==> src/dsp_ctrl_cfg.svh <==
// constants for the dsp core control register block
// Operation
// debounce field picks 20, 40, 10 or 5 ms for codes 00..11
// aux override set lets the control port write aux registers 2057..2060
// aux override set stops pin inputs updating the aux registers
// pin-setting override set lets the control port write register 2056
// pin-setting override set stops pin levels loading register 2056
// interface override set lets the control port write registers 2048..2055
// interface override set blocks the dsp program updating interface registers
// writing 1 to the safeload trigger starts the safeload transfer
// trigger bit clears itself when the transfer is done
// five safeload address/data pairs feed the transfer
// only pairs written since last safeload go out, then their pending clears
// adc mute is active low and resets to 0, muting the adcs
// a triggered safeload finishes within one frame, about 21 us
// software keeps programs to 1019 cycles so free slots exist
// all control bits reset to zero
`ifndef DSP_CTRL_CFG_SVH
`define DSP_CTRL_CFG_SVH

// ****************************************************************
// register addresses
// ****************************************************************
`define IF_BASE_ADDR 12'h800
`define IF_REGS 8
`define PIN_SET_ADDR 12'h808
`define AUX_BASE_ADDR 12'h809
`define AUX_REGS 4
`define SL_DATA_BASE_ADDR 12'h810
`define SL_ADDR_BASE_ADDR 12'h815
`define SL_PAIRS 5
`define CORE_CTRL_ADDR 12'h81c

// ****************************************************************
// core control field positions and reset value
// ****************************************************************
`define DEB_SEL_LSB 12
`define AUX_OVR_BIT 8
`define PIN_OVR_BIT 7
`define IF_OVR_BIT 6
`define SL_TRIG_BIT 5
`define ADC_MUTE_N_BIT 4
`define CORE_CTRL_RST 16'h0000

// ****************************************************************
// widths and timing
// ****************************************************************
`define GPIO_N 4
`define AUX_W 12
`define SL_ADDR_W 12
`define SL_DATA_W 40
`define SL_WORD_W 52
`define DEB_CNT_W 22
`define CLK_KHZ 50000
`define DEB_CODE0_MS 20
`define DEB_CODE1_MS 40
`define DEB_CODE2_MS 10
`define DEB_CODE3_MS 5
`define FRAME_US 21
`define FRAME_CYC (`FRAME_US * `CLK_KHZ / 1000)

`endif

==> src/dsp_ctrl_pkg.sv <==
// types shared by the dsp core control block
`include "dsp_ctrl_cfg.svh"

package dsp_ctrl_pkg;

    // control port request, one cycle per access
    typedef struct packed {
        logic wr;
        logic rd;
        logic [11:0] addr;
        logic [`SL_DATA_W-1:0] wdata;
    } cp_req_t;

    // converter samples arriving from the multipurpose pins
    typedef struct packed {
        logic [`AUX_REGS-1:0] valid;
        logic [`AUX_REGS-1:0][`AUX_W-1:0] data;
    } aux_in_t;

    // interface register update from the running program
    typedef struct packed {
        logic wr;
        logic [2:0] idx;
        logic [15:0] data;
    } dsp_if_t;

    // parameter ram write toward the core
    typedef struct packed {
        logic wr;
        logic [`SL_ADDR_W-1:0] addr;
        logic [`SL_DATA_W-1:0] data;
    } param_wr_t;

    typedef enum logic [1:0] {SL_IDLE, SL_SCAN, SL_ISSUE} sl_state_t;

    typedef struct packed {
        logic [1:0] deb_sel;
        logic aux_ovr;
        logic pin_ovr;
        logic if_ovr;
        logic sl_trig;
        logic adc_mute_n;
    } ctrl_t;

    typedef struct packed {
        ctrl_t ctrl;
        logic [15:0] pin_set;
        logic [`GPIO_N-1:0] deb_stable;
        logic [`GPIO_N-1:0][`DEB_CNT_W-1:0] deb_cnt;
        logic [`AUX_REGS-1:0][`AUX_W-1:0] aux;
        logic [`IF_REGS-1:0][15:0] ifr;
        logic [`SL_PAIRS-1:0] pending;
        logic [2:0] sl_idx;
        sl_state_t sl_state;
        logic [`SL_DATA_W-1:0] rdata;
        logic rvalid;
    } core_state_t;

    typedef struct packed {
        logic [`SL_PAIRS-1:0][`SL_WORD_W-1:0] words;
        logic [`SL_WORD_W-1:0] rd;
    } mem_state_t;

endpackage : dsp_ctrl_pkg

==> src/dsp_core_control_bits.sv <==
// dsp core control register with overrides, debounce and safeload engine
`include "dsp_ctrl_cfg.svh"
module dsp_core_control_bits #(
    parameter int DEB_CODE0_CYC = `DEB_CODE0_MS * `CLK_KHZ,
    parameter int DEB_CODE1_CYC = `DEB_CODE1_MS * `CLK_KHZ,
    parameter int DEB_CODE2_CYC = `DEB_CODE2_MS * `CLK_KHZ,
    parameter int DEB_CODE3_CYC = `DEB_CODE3_MS * `CLK_KHZ
) (
    input wire logic clock_i,
    input wire logic nrst_i,
    input wire logic ce_i,
    input wire dsp_ctrl_pkg::cp_req_t cp_i,
    output logic [`SL_DATA_W-1:0] cp_rdata_o,
    output logic cp_rvalid_o,
    input wire logic [`GPIO_N-1:0] gpio_i,
    input wire dsp_ctrl_pkg::aux_in_t aux_i,
    input wire dsp_ctrl_pkg::dsp_if_t dsp_if_i,
    input wire logic core_free_i,
    output dsp_ctrl_pkg::param_wr_t param_o,
    output logic [15:0] pin_set_o,
    output logic [`AUX_REGS-1:0][`AUX_W-1:0] aux_o,
    output logic [`IF_REGS-1:0][15:0] if_regs_o,
    output logic adc_mute_n_o
);
    import dsp_ctrl_pkg::*;

    localparam int FRAME_CYC = `FRAME_CYC;

    core_state_t st_r;
    core_state_t st_nxt;
    logic [`SL_WORD_W-1:0] mem_rd;
    logic mem_wr;
    logic [2:0] mem_wr_idx;
    logic [`SL_WORD_W-1:0] mem_mask;
    logic sl_issue;

    // ****************************************************************
    // helper functions
    // ****************************************************************
    function automatic logic [`DEB_CNT_W-1:0] deb_limit(input logic [1:0] sel);
        case (sel)
            2'h0: deb_limit = `DEB_CNT_W'(DEB_CODE0_CYC - 1);
            2'h1: deb_limit = `DEB_CNT_W'(DEB_CODE1_CYC - 1);
            2'h2: deb_limit = `DEB_CNT_W'(DEB_CODE2_CYC - 1);
            default: deb_limit = `DEB_CNT_W'(DEB_CODE3_CYC - 1);
        endcase
    endfunction : deb_limit

    function automatic logic in_range(input logic [11:0] a, input logic [11:0] base,
                                      input int n);
        in_range = (a >= base) && (a < 12'(base + n));
    endfunction : in_range

    function automatic ctrl_t ctrl_from_word(input logic [15:0] w);
        ctrl_from_word.deb_sel = w[`DEB_SEL_LSB +: 2];
        ctrl_from_word.aux_ovr = w[`AUX_OVR_BIT];
        ctrl_from_word.pin_ovr = w[`PIN_OVR_BIT];
        ctrl_from_word.if_ovr = w[`IF_OVR_BIT];
        ctrl_from_word.sl_trig = w[`SL_TRIG_BIT];
        ctrl_from_word.adc_mute_n = w[`ADC_MUTE_N_BIT];
    endfunction : ctrl_from_word

    function automatic logic [15:0] ctrl_to_word(input ctrl_t c);
        ctrl_to_word = 16'h0000;
        ctrl_to_word[`DEB_SEL_LSB +: 2] = c.deb_sel;
        ctrl_to_word[`AUX_OVR_BIT] = c.aux_ovr;
        ctrl_to_word[`PIN_OVR_BIT] = c.pin_ovr;
        ctrl_to_word[`IF_OVR_BIT] = c.if_ovr;
        ctrl_to_word[`SL_TRIG_BIT] = c.sl_trig;
        ctrl_to_word[`ADC_MUTE_N_BIT] = c.adc_mute_n;
    endfunction : ctrl_to_word

    function automatic logic [2:0] first_set(input logic [`SL_PAIRS-1:0] v);
        first_set = 3'h0;
        for (int k = `SL_PAIRS - 1; k >= 0; k--)
        begin
            if (v[k])
                first_set = 3'(k);
        end
    endfunction : first_set

    // ****************************************************************
    // safeload pair storage
    // ****************************************************************
    // both halves of a pair share a word so one read feeds the transfer
    assign mem_wr = cp_i.wr && (in_range(cp_i.addr, `SL_DATA_BASE_ADDR, `SL_PAIRS)
                             || in_range(cp_i.addr, `SL_ADDR_BASE_ADDR, `SL_PAIRS));
    assign mem_wr_idx = in_range(cp_i.addr, `SL_DATA_BASE_ADDR, `SL_PAIRS)
                      ? 3'(cp_i.addr - `SL_DATA_BASE_ADDR)
                      : 3'(cp_i.addr - `SL_ADDR_BASE_ADDR);
    assign mem_mask = in_range(cp_i.addr, `SL_DATA_BASE_ADDR, `SL_PAIRS)
                    ? {{`SL_ADDR_W{1'b0}}, {`SL_DATA_W{1'b1}}}
                    : {{`SL_ADDR_W{1'b1}}, {`SL_DATA_W{1'b0}}};

    sl_pair_mem u_mem (
        .clock_i(clock_i),
        .nrst_i(nrst_i),
        .ce_i(ce_i),
        .wr_en_i(mem_wr),
        .wr_idx_i(mem_wr_idx),
        .wr_mask_i(mem_mask),
        .wr_data_i({cp_i.wdata[`SL_ADDR_W-1:0], cp_i.wdata}),
        .rd_en_i(st_r.sl_state == SL_SCAN),
        .rd_idx_i(first_set(st_r.pending)),
        .rd_data_o(mem_rd)
    );

    // a pair leaves only on a free core slot, one pair per slot
    assign sl_issue = ce_i && (st_r.sl_state == SL_ISSUE) && core_free_i;

    // ****************************************************************
    // next-state logic
    // ****************************************************************
    always_comb
    begin
        logic [`DEB_CNT_W-1:0] lim;
        lim = deb_limit(st_r.ctrl.deb_sel);
        st_nxt = st_r;
        st_nxt.rvalid = 1'b0;

        // debounce: a level must hold the whole interval to be taken
        for (int i = 0; i < `GPIO_N; i++)
        begin
            if (gpio_i[i] == st_r.deb_stable[i])
                st_nxt.deb_cnt[i] = '0;
            else if (st_r.deb_cnt[i] >= lim)
            begin
                st_nxt.deb_stable[i] = gpio_i[i];
                st_nxt.deb_cnt[i] = '0;
            end
            else
                st_nxt.deb_cnt[i] = `DEB_CNT_W'(st_r.deb_cnt[i] + 1'b1);
        end

        // pin setting register: pins own it unless overridden
        if (!st_r.ctrl.pin_ovr)
            st_nxt.pin_set = {12'h000, st_r.deb_stable};
        else if (cp_i.wr && cp_i.addr == `PIN_SET_ADDR)
            st_nxt.pin_set = cp_i.wdata[15:0];

        // aux converter registers
        for (int i = 0; i < `AUX_REGS; i++)
        begin
            if (!st_r.ctrl.aux_ovr && aux_i.valid[i])
                st_nxt.aux[i] = aux_i.data[i];
            else if (st_r.ctrl.aux_ovr && cp_i.wr && cp_i.addr == 12'(`AUX_BASE_ADDR + i))
                st_nxt.aux[i] = cp_i.wdata[`AUX_W-1:0];
        end

        // interface registers: program writes are dropped in override
        if (st_r.ctrl.if_ovr)
        begin
            if (cp_i.wr && in_range(cp_i.addr, `IF_BASE_ADDR, `IF_REGS))
                st_nxt.ifr[3'(cp_i.addr - `IF_BASE_ADDR)] = cp_i.wdata[15:0];
        end
        else if (dsp_if_i.wr)
            st_nxt.ifr[dsp_if_i.idx] = dsp_if_i.data;

        // safeload sequencer
        case (st_r.sl_state)
            SL_IDLE:
            begin
                if (st_r.ctrl.sl_trig)
                    st_nxt.sl_state = SL_SCAN;
            end
            SL_SCAN:
            begin
                if (st_r.pending == '0)
                begin
                    st_nxt.ctrl.sl_trig = 1'b0;
                    st_nxt.sl_state = SL_IDLE;
                end
                else
                begin
                    st_nxt.sl_idx = first_set(st_r.pending);
                    st_nxt.sl_state = SL_ISSUE;
                end
            end
            SL_ISSUE:
            begin
                if (core_free_i)
                begin
                    st_nxt.pending[st_r.sl_idx] = 1'b0;
                    st_nxt.sl_state = SL_SCAN;
                end
            end
            default: st_nxt.sl_state = SL_IDLE;
        endcase

        // a fresh write marks the pair; placed last so set beats clear
        if (mem_wr)
            st_nxt.pending[mem_wr_idx] = 1'b1;

        // control register write; trigger only ever set from the port
        if (cp_i.wr && cp_i.addr == `CORE_CTRL_ADDR)
        begin
            st_nxt.ctrl.deb_sel = cp_i.wdata[`DEB_SEL_LSB +: 2];
            st_nxt.ctrl.aux_ovr = cp_i.wdata[`AUX_OVR_BIT];
            st_nxt.ctrl.pin_ovr = cp_i.wdata[`PIN_OVR_BIT];
            st_nxt.ctrl.if_ovr = cp_i.wdata[`IF_OVR_BIT];
            st_nxt.ctrl.adc_mute_n = cp_i.wdata[`ADC_MUTE_N_BIT];
            if (cp_i.wdata[`SL_TRIG_BIT])
                st_nxt.ctrl.sl_trig = 1'b1;
        end

        // reads; safeload pairs are write-only and read zero
        if (cp_i.rd)
        begin
            st_nxt.rvalid = 1'b1;
            st_nxt.rdata = '0;
            if (cp_i.addr == `CORE_CTRL_ADDR)
                st_nxt.rdata[15:0] = ctrl_to_word(st_r.ctrl);
            else if (cp_i.addr == `PIN_SET_ADDR)
                st_nxt.rdata[15:0] = st_r.pin_set;
            else if (in_range(cp_i.addr, `AUX_BASE_ADDR, `AUX_REGS))
                st_nxt.rdata[`AUX_W-1:0] = st_r.aux[2'(cp_i.addr - `AUX_BASE_ADDR)];
            else if (in_range(cp_i.addr, `IF_BASE_ADDR, `IF_REGS))
                st_nxt.rdata[15:0] = st_r.ifr[3'(cp_i.addr - `IF_BASE_ADDR)];
        end
    end

    // ****************************************************************
    // state register
    // ****************************************************************
    always_ff @(posedge clock_i)
    begin
        if (!nrst_i)
        begin
            st_r <= '0;
            st_r.ctrl <= ctrl_from_word(`CORE_CTRL_RST);
        end
        else if (ce_i)
            st_r <= st_nxt;
    end

    assign cp_rdata_o = st_r.rdata;
    assign cp_rvalid_o = st_r.rvalid;
    assign pin_set_o = st_r.pin_set;
    assign aux_o = st_r.aux;
    assign if_regs_o = st_r.ifr;
    assign adc_mute_n_o = st_r.ctrl.adc_mute_n;
    assign param_o.wr = sl_issue;
    assign param_o.addr = mem_rd[`SL_WORD_W-1:`SL_DATA_W];
    assign param_o.data = mem_rd[`SL_DATA_W-1:0];

    // ****************************************************************
    // checks
    // ****************************************************************
    logic [10:0] sl_wait;

    // counts cycles a safeload has been outstanding
    always_ff @(posedge clock_i)
    begin
        if (!nrst_i || !st_r.ctrl.sl_trig)
            sl_wait <= '0;
        else if (ce_i && sl_wait != 11'h7ff)
            sl_wait <= 11'(sl_wait + 1'b1);
    end
endmodule : dsp_core_control_bits

==> src/sl_pair_mem.sv <==
// storage for the five safeload address/data pairs
`include "dsp_ctrl_cfg.svh"
module sl_pair_mem (
    input wire logic clock_i,
    input wire logic nrst_i,
    input wire logic ce_i,
    input wire logic wr_en_i,
    input wire logic [2:0] wr_idx_i,
    input wire logic [`SL_WORD_W-1:0] wr_mask_i,
    input wire logic [`SL_WORD_W-1:0] wr_data_i,
    input wire logic rd_en_i,
    input wire logic [2:0] rd_idx_i,
    output logic [`SL_WORD_W-1:0] rd_data_o
);
    import dsp_ctrl_pkg::*;

    mem_state_t st_r;
    mem_state_t st_nxt;

    // masked write lets address and data halves be written apart
    always_comb
    begin
        st_nxt = st_r;
        if (wr_en_i && wr_idx_i < 3'(`SL_PAIRS))
        begin
            st_nxt.words[wr_idx_i] = (st_r.words[wr_idx_i] & ~wr_mask_i)
                                   | (wr_data_i & wr_mask_i);
        end
        if (rd_en_i && rd_idx_i < 3'(`SL_PAIRS))
        begin
            st_nxt.rd = st_r.words[rd_idx_i]; // read sees the old word
        end
    end

    // pairs power up as zero, matching their defaults
    always_ff @(posedge clock_i)
    begin
        if (!nrst_i)
            st_r <= '0;
        else if (ce_i)
            st_r <= st_nxt;
    end

    assign rd_data_o = st_r.rd;

endmodule : sl_pair_mem

==> config.mk <==
export PLATFORM = sky130hd
export DESIGN_NAME = dsp_core_control_bits
export DESIGN_NICKNAME = d
export VERILOG_FILES = /design/src/dsp_ctrl_pkg.sv /design/src/dsp_core_control_bits.sv /design/src/sl_pair_mem.sv
export VERILOG_INCLUDE_DIRS = /design/src /design/src/src
export SDC_FILE = /design/constraint.sdc
export NUM_CORES = 2
export LEC_CHECK = 0
export BUFFER_PORTS_ARGS = -buffer_cell sky130_fd_sc_hd__buf_2
export CORE_MARGIN = 3
export CORE_UTILIZATION = 30
export CTS_CLUSTER_DIAMETER = 30
export DETAILED_ROUTE_END_ITERATION = 8
export GPL_ROUTABILITY_DRIVEN = 0
export SLEW_MARGIN = 20
export SYNTH_ARGS = -nofsm -noshare
export SYNTH_HDL_FRONTEND = slang
export SYNTH_SLANG_ARGS = --single-unit
==> constraint.sdc <==
create_clock -name clock_i -period 3.55 [get_ports clock_i]
set_input_delay 0.8875 -clock clock_i [delete_from_list [all_inputs] [get_ports clock_i]]
set_output_delay 0.8875 -clock clock_i [all_outputs]
set_load 0.03 [all_outputs]
# Yosys cells after proc, flatten, opt, wreduce, memory -nomap -nowiden
# Index checks and enable logic that the tools add are counted.
op_classes:
  add_sub_neg: 8
  n_lt_le_gt_ge: 24
  n_eq_ne: 18
  mux: 67
  bitwise_logic: 12
  reduce_logical: 51
ops:
  columns: ["op", "n"]
  rows:
  - ["128-bit two-way mux", 3]
  - ["52-bit binary-select mux with 3-bit select", 2]
  - ["260-bit bitwise mux", 1]
  - ["128-bit bitwise mux", 2]
  - ["52-bit two-way mux", 4]
  - ["22-bit two-way mux", 8]
  - ["52-bit demux with 3-bit select", 1]
  - ["16-bit two-way mux", 8]
  - ["12-bit two-way mux", 10]
  - ["52-bit bitwise AND", 2]
  - ["16-bit demux with 3-bit select", 2]
  - ["22-bit by 1-bit adder with 22-bit output, second input constant", 4]
  - ["22-bit >= comparator", 4]
  - ["12-bit equality test, second input constant", 6]
  - ["21-bit one-hot mux with 3 select lines", 1]
  - ["52-bit inverter", 1]
  - ["52-bit bitwise OR", 1]
  - ["16-bit binary-select mux with 3-bit select", 1]
  - ["12-bit >= comparator, second input constant", 4]
  - ["12-bit less-than comparator, second input constant", 4]
  - ["1-bit logical AND", 25]
  - ["12-bit binary-select mux with 2-bit select", 1]
  - ["3-bit AND reduction", 7]
  - ["3-bit by 4-bit less-than comparator with 1-bit output, second input constant", 5]
  - ["28 further kinds", 73]
totals:
  ff_bits: 630
  in_bits: 134
  out_inout_bits: 287
  wordCells: 218

# Depth between registers and ports, before layout
depth:
  ltp_word: 10
  depth_mapped: 14
  mapped_depth_nobuf: 11

# By module
# A second synthesis with hierarchy kept.
unflattened:
  cells_unflattened: 3970
  hier_area_um2: 35439.0
by_module_without_submodules:
  columns: ["module", "instances", "cells_per_inst", "area_each_um2", "seq_area_each_um2"]
  rows:
  - ["dsp_core_control_bits", 1, 2209, 19232.2, 6366.1]
  - ["sl_pair_mem", 1, 1761, 16206.8, 6246.0]

# Worst setup path after synthesis
# OpenSTA, ideal clock, no wires.
synth_path:
  kind: "input port to flip-flop"
  from: "input port cp_i[41] (netlist name)"
  to: "register u_mem.st_r[232] (netlist name)"
  setup_ps: 123
  arrival_ps: 3524
  t_required_ps: 3427
  setup_slack_ps: -97
  path_stages: 13
  path_buffers: 4
  cell_sequence: "inv_1 -> clkbuf_1 -> ha_1 -> nand2b_1 -> nand4_1 -> a22oi_1 -> buf_2 -> buf_4 -> buf_4 -> mux2i_1 -> nor2_1 -> a21oi_1 -> a21oi_1"
synth_via:
  elab_chain_len: 8
  elab_cells_between_ends: 27
  classes_between: "2 x add/sub; 7 x order compare; 7 x mux; 4 x bitwise; 7 x reduce/logical"
synth_rtl:
  columns: ["item", "line", "rtl"]
  rows:
  - ["start: declaration", "dsp_core_control_bits.sv:12", "input wire dsp_ctrl_pkg::cp_req_t cp_i,"]
  - ["12-bit >= comparator or 12-bit less-than comparator (tied branches)", "dsp_core_control_bits.sv:51", "in_range = (a >= base) && (a < 12'(base + n));"]
  - ["1-bit logical AND", "dsp_core_control_bits.sv:51", null]
  - ["3-bit two-way mux", "dsp_core_control_bits.sv:88", "assign mem_wr_idx = in_range(cp_i.addr, `SL_DATA_BASE_ADDR, `SL_PAIRS)"]
  - ["3-bit by 4-bit less-than comparator with 1-bit output (implied by the code) (tied with other cells)", "sl_pair_mem.sv:26", "st_nxt.words[wr_idx_i] = (st_r.words[wr_idx_i] & ~wr_mask_i)"]
  - ["1-bit logical AND (implied by the code) or 52-bit two-way mux (tied branches)", "sl_pair_mem.sv:26", null]
  - ["52-bit two-way mux (implied by the code) or 52-bit bitwise AND (tied branches)", "sl_pair_mem.sv:26", null]
  - ["52-bit demux with 3-bit select or 52-bit bitwise OR (tied branches)", null, null]
  - ["260-bit bitwise mux", "sl_pair_mem.sv:26", null]
  - ["end signal: assignment", "sl_pair_mem.sv:41", "st_r <= st_nxt;"]
  - ["end: declaration", "sl_pair_mem.sv:17", "mem_state_t st_r;"]
# Several ways; a longest one is shown, not always the timed one. The select of a mux whose other input is x is not followed.
# A chain may end at the register's enable or synchronous reset.

# Worst setup path in the final report
layout_path:
  from: "register st_r[341] (netlist name)"
  to: "register st_r[255] (netlist name)"
layout_via:
  elab_chain_len: 5
  elab_cells_between_ends: 7
  classes_between: "1 x order compare; 2 x eq/ne; 3 x mux; 1 x reduce/logical"
layout_rtl:
  columns: ["item", "line", "rtl"]
  rows:
  - ["start: declaration", "dsp_core_control_bits.sv:29", "core_state_t st_r;"]
  - ["start signal: assignment", "dsp_core_control_bits.sv:233", "st_r <= st_nxt;"]
  - ["2-bit equality test (tied with other cells)", "dsp_core_control_bits.sv:41", "case (sel)"]
  - ["21-bit one-hot mux with 3 select lines *", "dsp_core_control_bits.sv:41", null]
  - ["22-bit >= comparator *", "dsp_core_control_bits.sv:126", "else if (st_r.deb_cnt[i] >= lim)"]
  - ["22-bit two-way mux *", "dsp_core_control_bits.sv:126", null]
  - ["22-bit two-way mux *", "dsp_core_control_bits.sv:124", "if (gpio_i[i] == st_r.deb_stable[i])"]
# Mark *: on every way between the ends. The rest lies on a longest branch, timed or not.

==> qor.yml <==
outcome:
  status: "completed"
yosys:
  syn-cell-area_um2: 35000
  syn_area_per_cell_um2: 8.64
  synthesis.instances: 4052
  synth_flop_cell: "dfxtp_1"
  seq_area_frac_synth: 0.360
  synth_async_sr_flop_share: 0
  synth_edf_count: 0
  yosysWarnings: 0
  netlist-cell-type-count: 75
  synth-seq-cells: 630
power:
  worst_ir_drop_vdd_mv: 0.483
  total_leakage_power_nw: 18.7
  p_per_area_nw_per_um2: 565
  total_power_mw: 25.0
clock_network:
  numCtsBuffers: 162
  cts_setup_buffers: 0
  postCtsResizedCells: 0
  cts_tree: "done"
  htreeDepth: 4
  clock_latency_ns: 0.77
  cts_buffer_depth: 3
  root_buffer: "clkbuf_16"
  cts.clk_slew.worst_paths_ns: 0.05
  ctsHoldBuffers: 0
  cts_sinks: 630
layout:
  fin_nets: 4477
  area_delta_synth_final_pct: 26.6
  final_common_cell: "dfxtp_1"
  layout_common_cells: "dfxtp_1 (629), a21oi_1 (447), buf_2 (394)"
  final_cells: 5934
  multi_input_area_um2: 19000
  utilization: 0.385
  fillerInstances: 11400
  seq_area_um2: 12600
  fin_area_um2: 44300
  drive_gt1_frac: 0.247
grt:
  antenna_found_initial: 13
  grt.total_usage: 0.227
  grt_pass1_vias: 32200
  grt_start_max_net_pins: 129
  grt_pass1_wl_um: 211000
  grt_remaining_overflow: 0
detailed_routing:
  dr.pass1.iters: 6
  drtIter0Drc: 3707
  ant_nets: 0
  drt-vias-per-instance: 5.73
  wl_per_cell_um: 24.2
  drc_errors: 0
  num_vias: 34000
  drt-total-wl_um: 144000
worst_setup_path:
  worstPathMaxFanout: 16
  cp-start-kind: "flop"
  worstRegToRegCells: 11
  cp.arrival_ns: 3.94
  path_class: "flop to flop"
  cp_cell_sequence: "inv_1 > ha_1 > inv_1 > ha_1 > nand4_1 > nor2_1 > a311oi_1 > nand4_1 > a211o_1 > or3_1 > o21ai_0"
  cp-end-kind: "flop"
  cp_slowest_cell: "dfxtp_1"
  required_ns: 4.23
  max_stage_delay_ns: 0.53
floorplan:
  die_y_um: 348
  floorplan.initialDensity: 0.304
  io-pin-count: 421
  core.rowCount: 124
  die_area_um2: 121000
  die_w_um: 348
  core_um2: 115000
worst_hold_path:
  hold_class: "primary input to flop"
  hold_depth: 3
timing:
  setup_ws_ns: 0.286
  maxSlewViolCount: 0
  worst_clock_skew_ns: 0.0487
  worst_pin_slew_ns: 0.925
  min_period_ns: 3.26
  max-slew-margin-rel: 0.381
  rsz0062_at_grt: "false"
  setup_tns_ns: 0
  setup_viol: 0
  fmax_ghz: 0.306
  finalHoldViolations: 0
  period_share: 0.920
  fin_hold_ws_ns: 0.406
placed_design:
  dpl-instance-area_um2: 38200
  pre_cts_ws_ns: -0.0500
  dp_cells: 5618
  hpwl_um: 99600
  numPortBuffers: 396
job:
  cap_violations: 0
==> critical path: cells and delay by family (launching register included) <==
| kind | cells | cell delay [ns] |
|---|---|---|
| AND/OR/NAND/NOR | 4 | 0.78 |
| AO/OA/AOI/OAI | 3 | 0.90 |
| buffers and inverters | 2 | 0.37 |
| adder cells (fa/ha/maj) | 2 | 0.60 |
| flip-flops | 1 | 0.53 |
==> synth_stat cells, types with 115 or more instances <==
cell | instances | area [um2]
o21ai_0 | 260 | 1300
dfxtp_1 | 630 | 12600
nand3_1 | 162 | 811
a21o_1 | 121 | 908
buf_4 | 290 | 2180
a21oi_1 | 447 | 2240
mux2i_1 | 118 | 1180
nor2_1 | 230 | 863
o211a_1 | 115 | 1150
nand2_1 | 337 | 1260
clkbuf_1 | 250 | 938
o221ai_1 | 159 | 1390
==> sequential cells by signal, summed over array words and instances, names as in the netlist <==
signal and cells:
if_regs_o 128, st_r 108, cp_rvalid_o 1, aux_o 48
pin_set_o 16, u_mem.st_r 260, cp_rdata_o 16, u_mem.rd_data_o 52
adc_mute_n_o 1
==> path summary, 6_finish.rpt <==
path / start / to / slack, ns
max: st_r[341]$_SDFFE_PN0P_ / st_r[255]$_SDFFE_PN0P_ / 0.29
min: gpio_i[3] / st_r[318]$_SDFFE_PN0P_ / 0.41
max reg2reg: st_r[341]$_SDFFE_PN0P_ / st_r[255]$_SDFFE_PN0P_ / 0.29
min reg2reg: cp_rdata_o[0]$_SDFFE_PN0P_ / cp_rdata_o[0]$_SDFFE_PN0P_ / 0.45
==> cell type report <==
class                   count  share of cell area
clock buffers             201               0.101
multi-input cells        2800               0.428
diodes                     11            0.000621
inverters                  30             0.00257
repair buffers            646               0.103
flip-flops and latches    630               0.285
clock inverters           104              0.0379
well taps                1512              0.0427
==> logic make-up (layout without fill, tap and decap cells) <==
| kind of cell | count (synthesis) | count (layout) | share of synthesized area |
|---|---|---|---|
| AND/OR/NAND/NOR | 984 | 984 | 0.133 |
| XOR/XNOR | 26 | 26 | 0.00650 |
| flip-flops | 630 | 630 | 0.360 |
| AO/OA/AOI/OAI | 1481 | 1481 | 0.284 |
| adder cells (fa/ha/maj) | 73 | 73 | 0.0261 |
| other | 1 | 35 | 0.000107 |
| buffers and inverters | 645 | 981 | 0.104 |
| multiplexers | 212 | 212 | 0.0858 |
==> power breakdown <==
group	internal, mW	switching [mW]
logic	0.449	1.09
registers	7.18	0.0913
clock network	11.2	5.05
total	18.8	6.24
==> routing by layer <==
metal  GRT usage  share of wire  vias up
li1            -              -    15300
met1       0.290           0.40    16400
met2       0.362           0.46     1931
met3      0.0620           0.10      324
met4      0.0935          0.038        4
met5           0        0.00022        -
(Power assumes the default switching activity.)
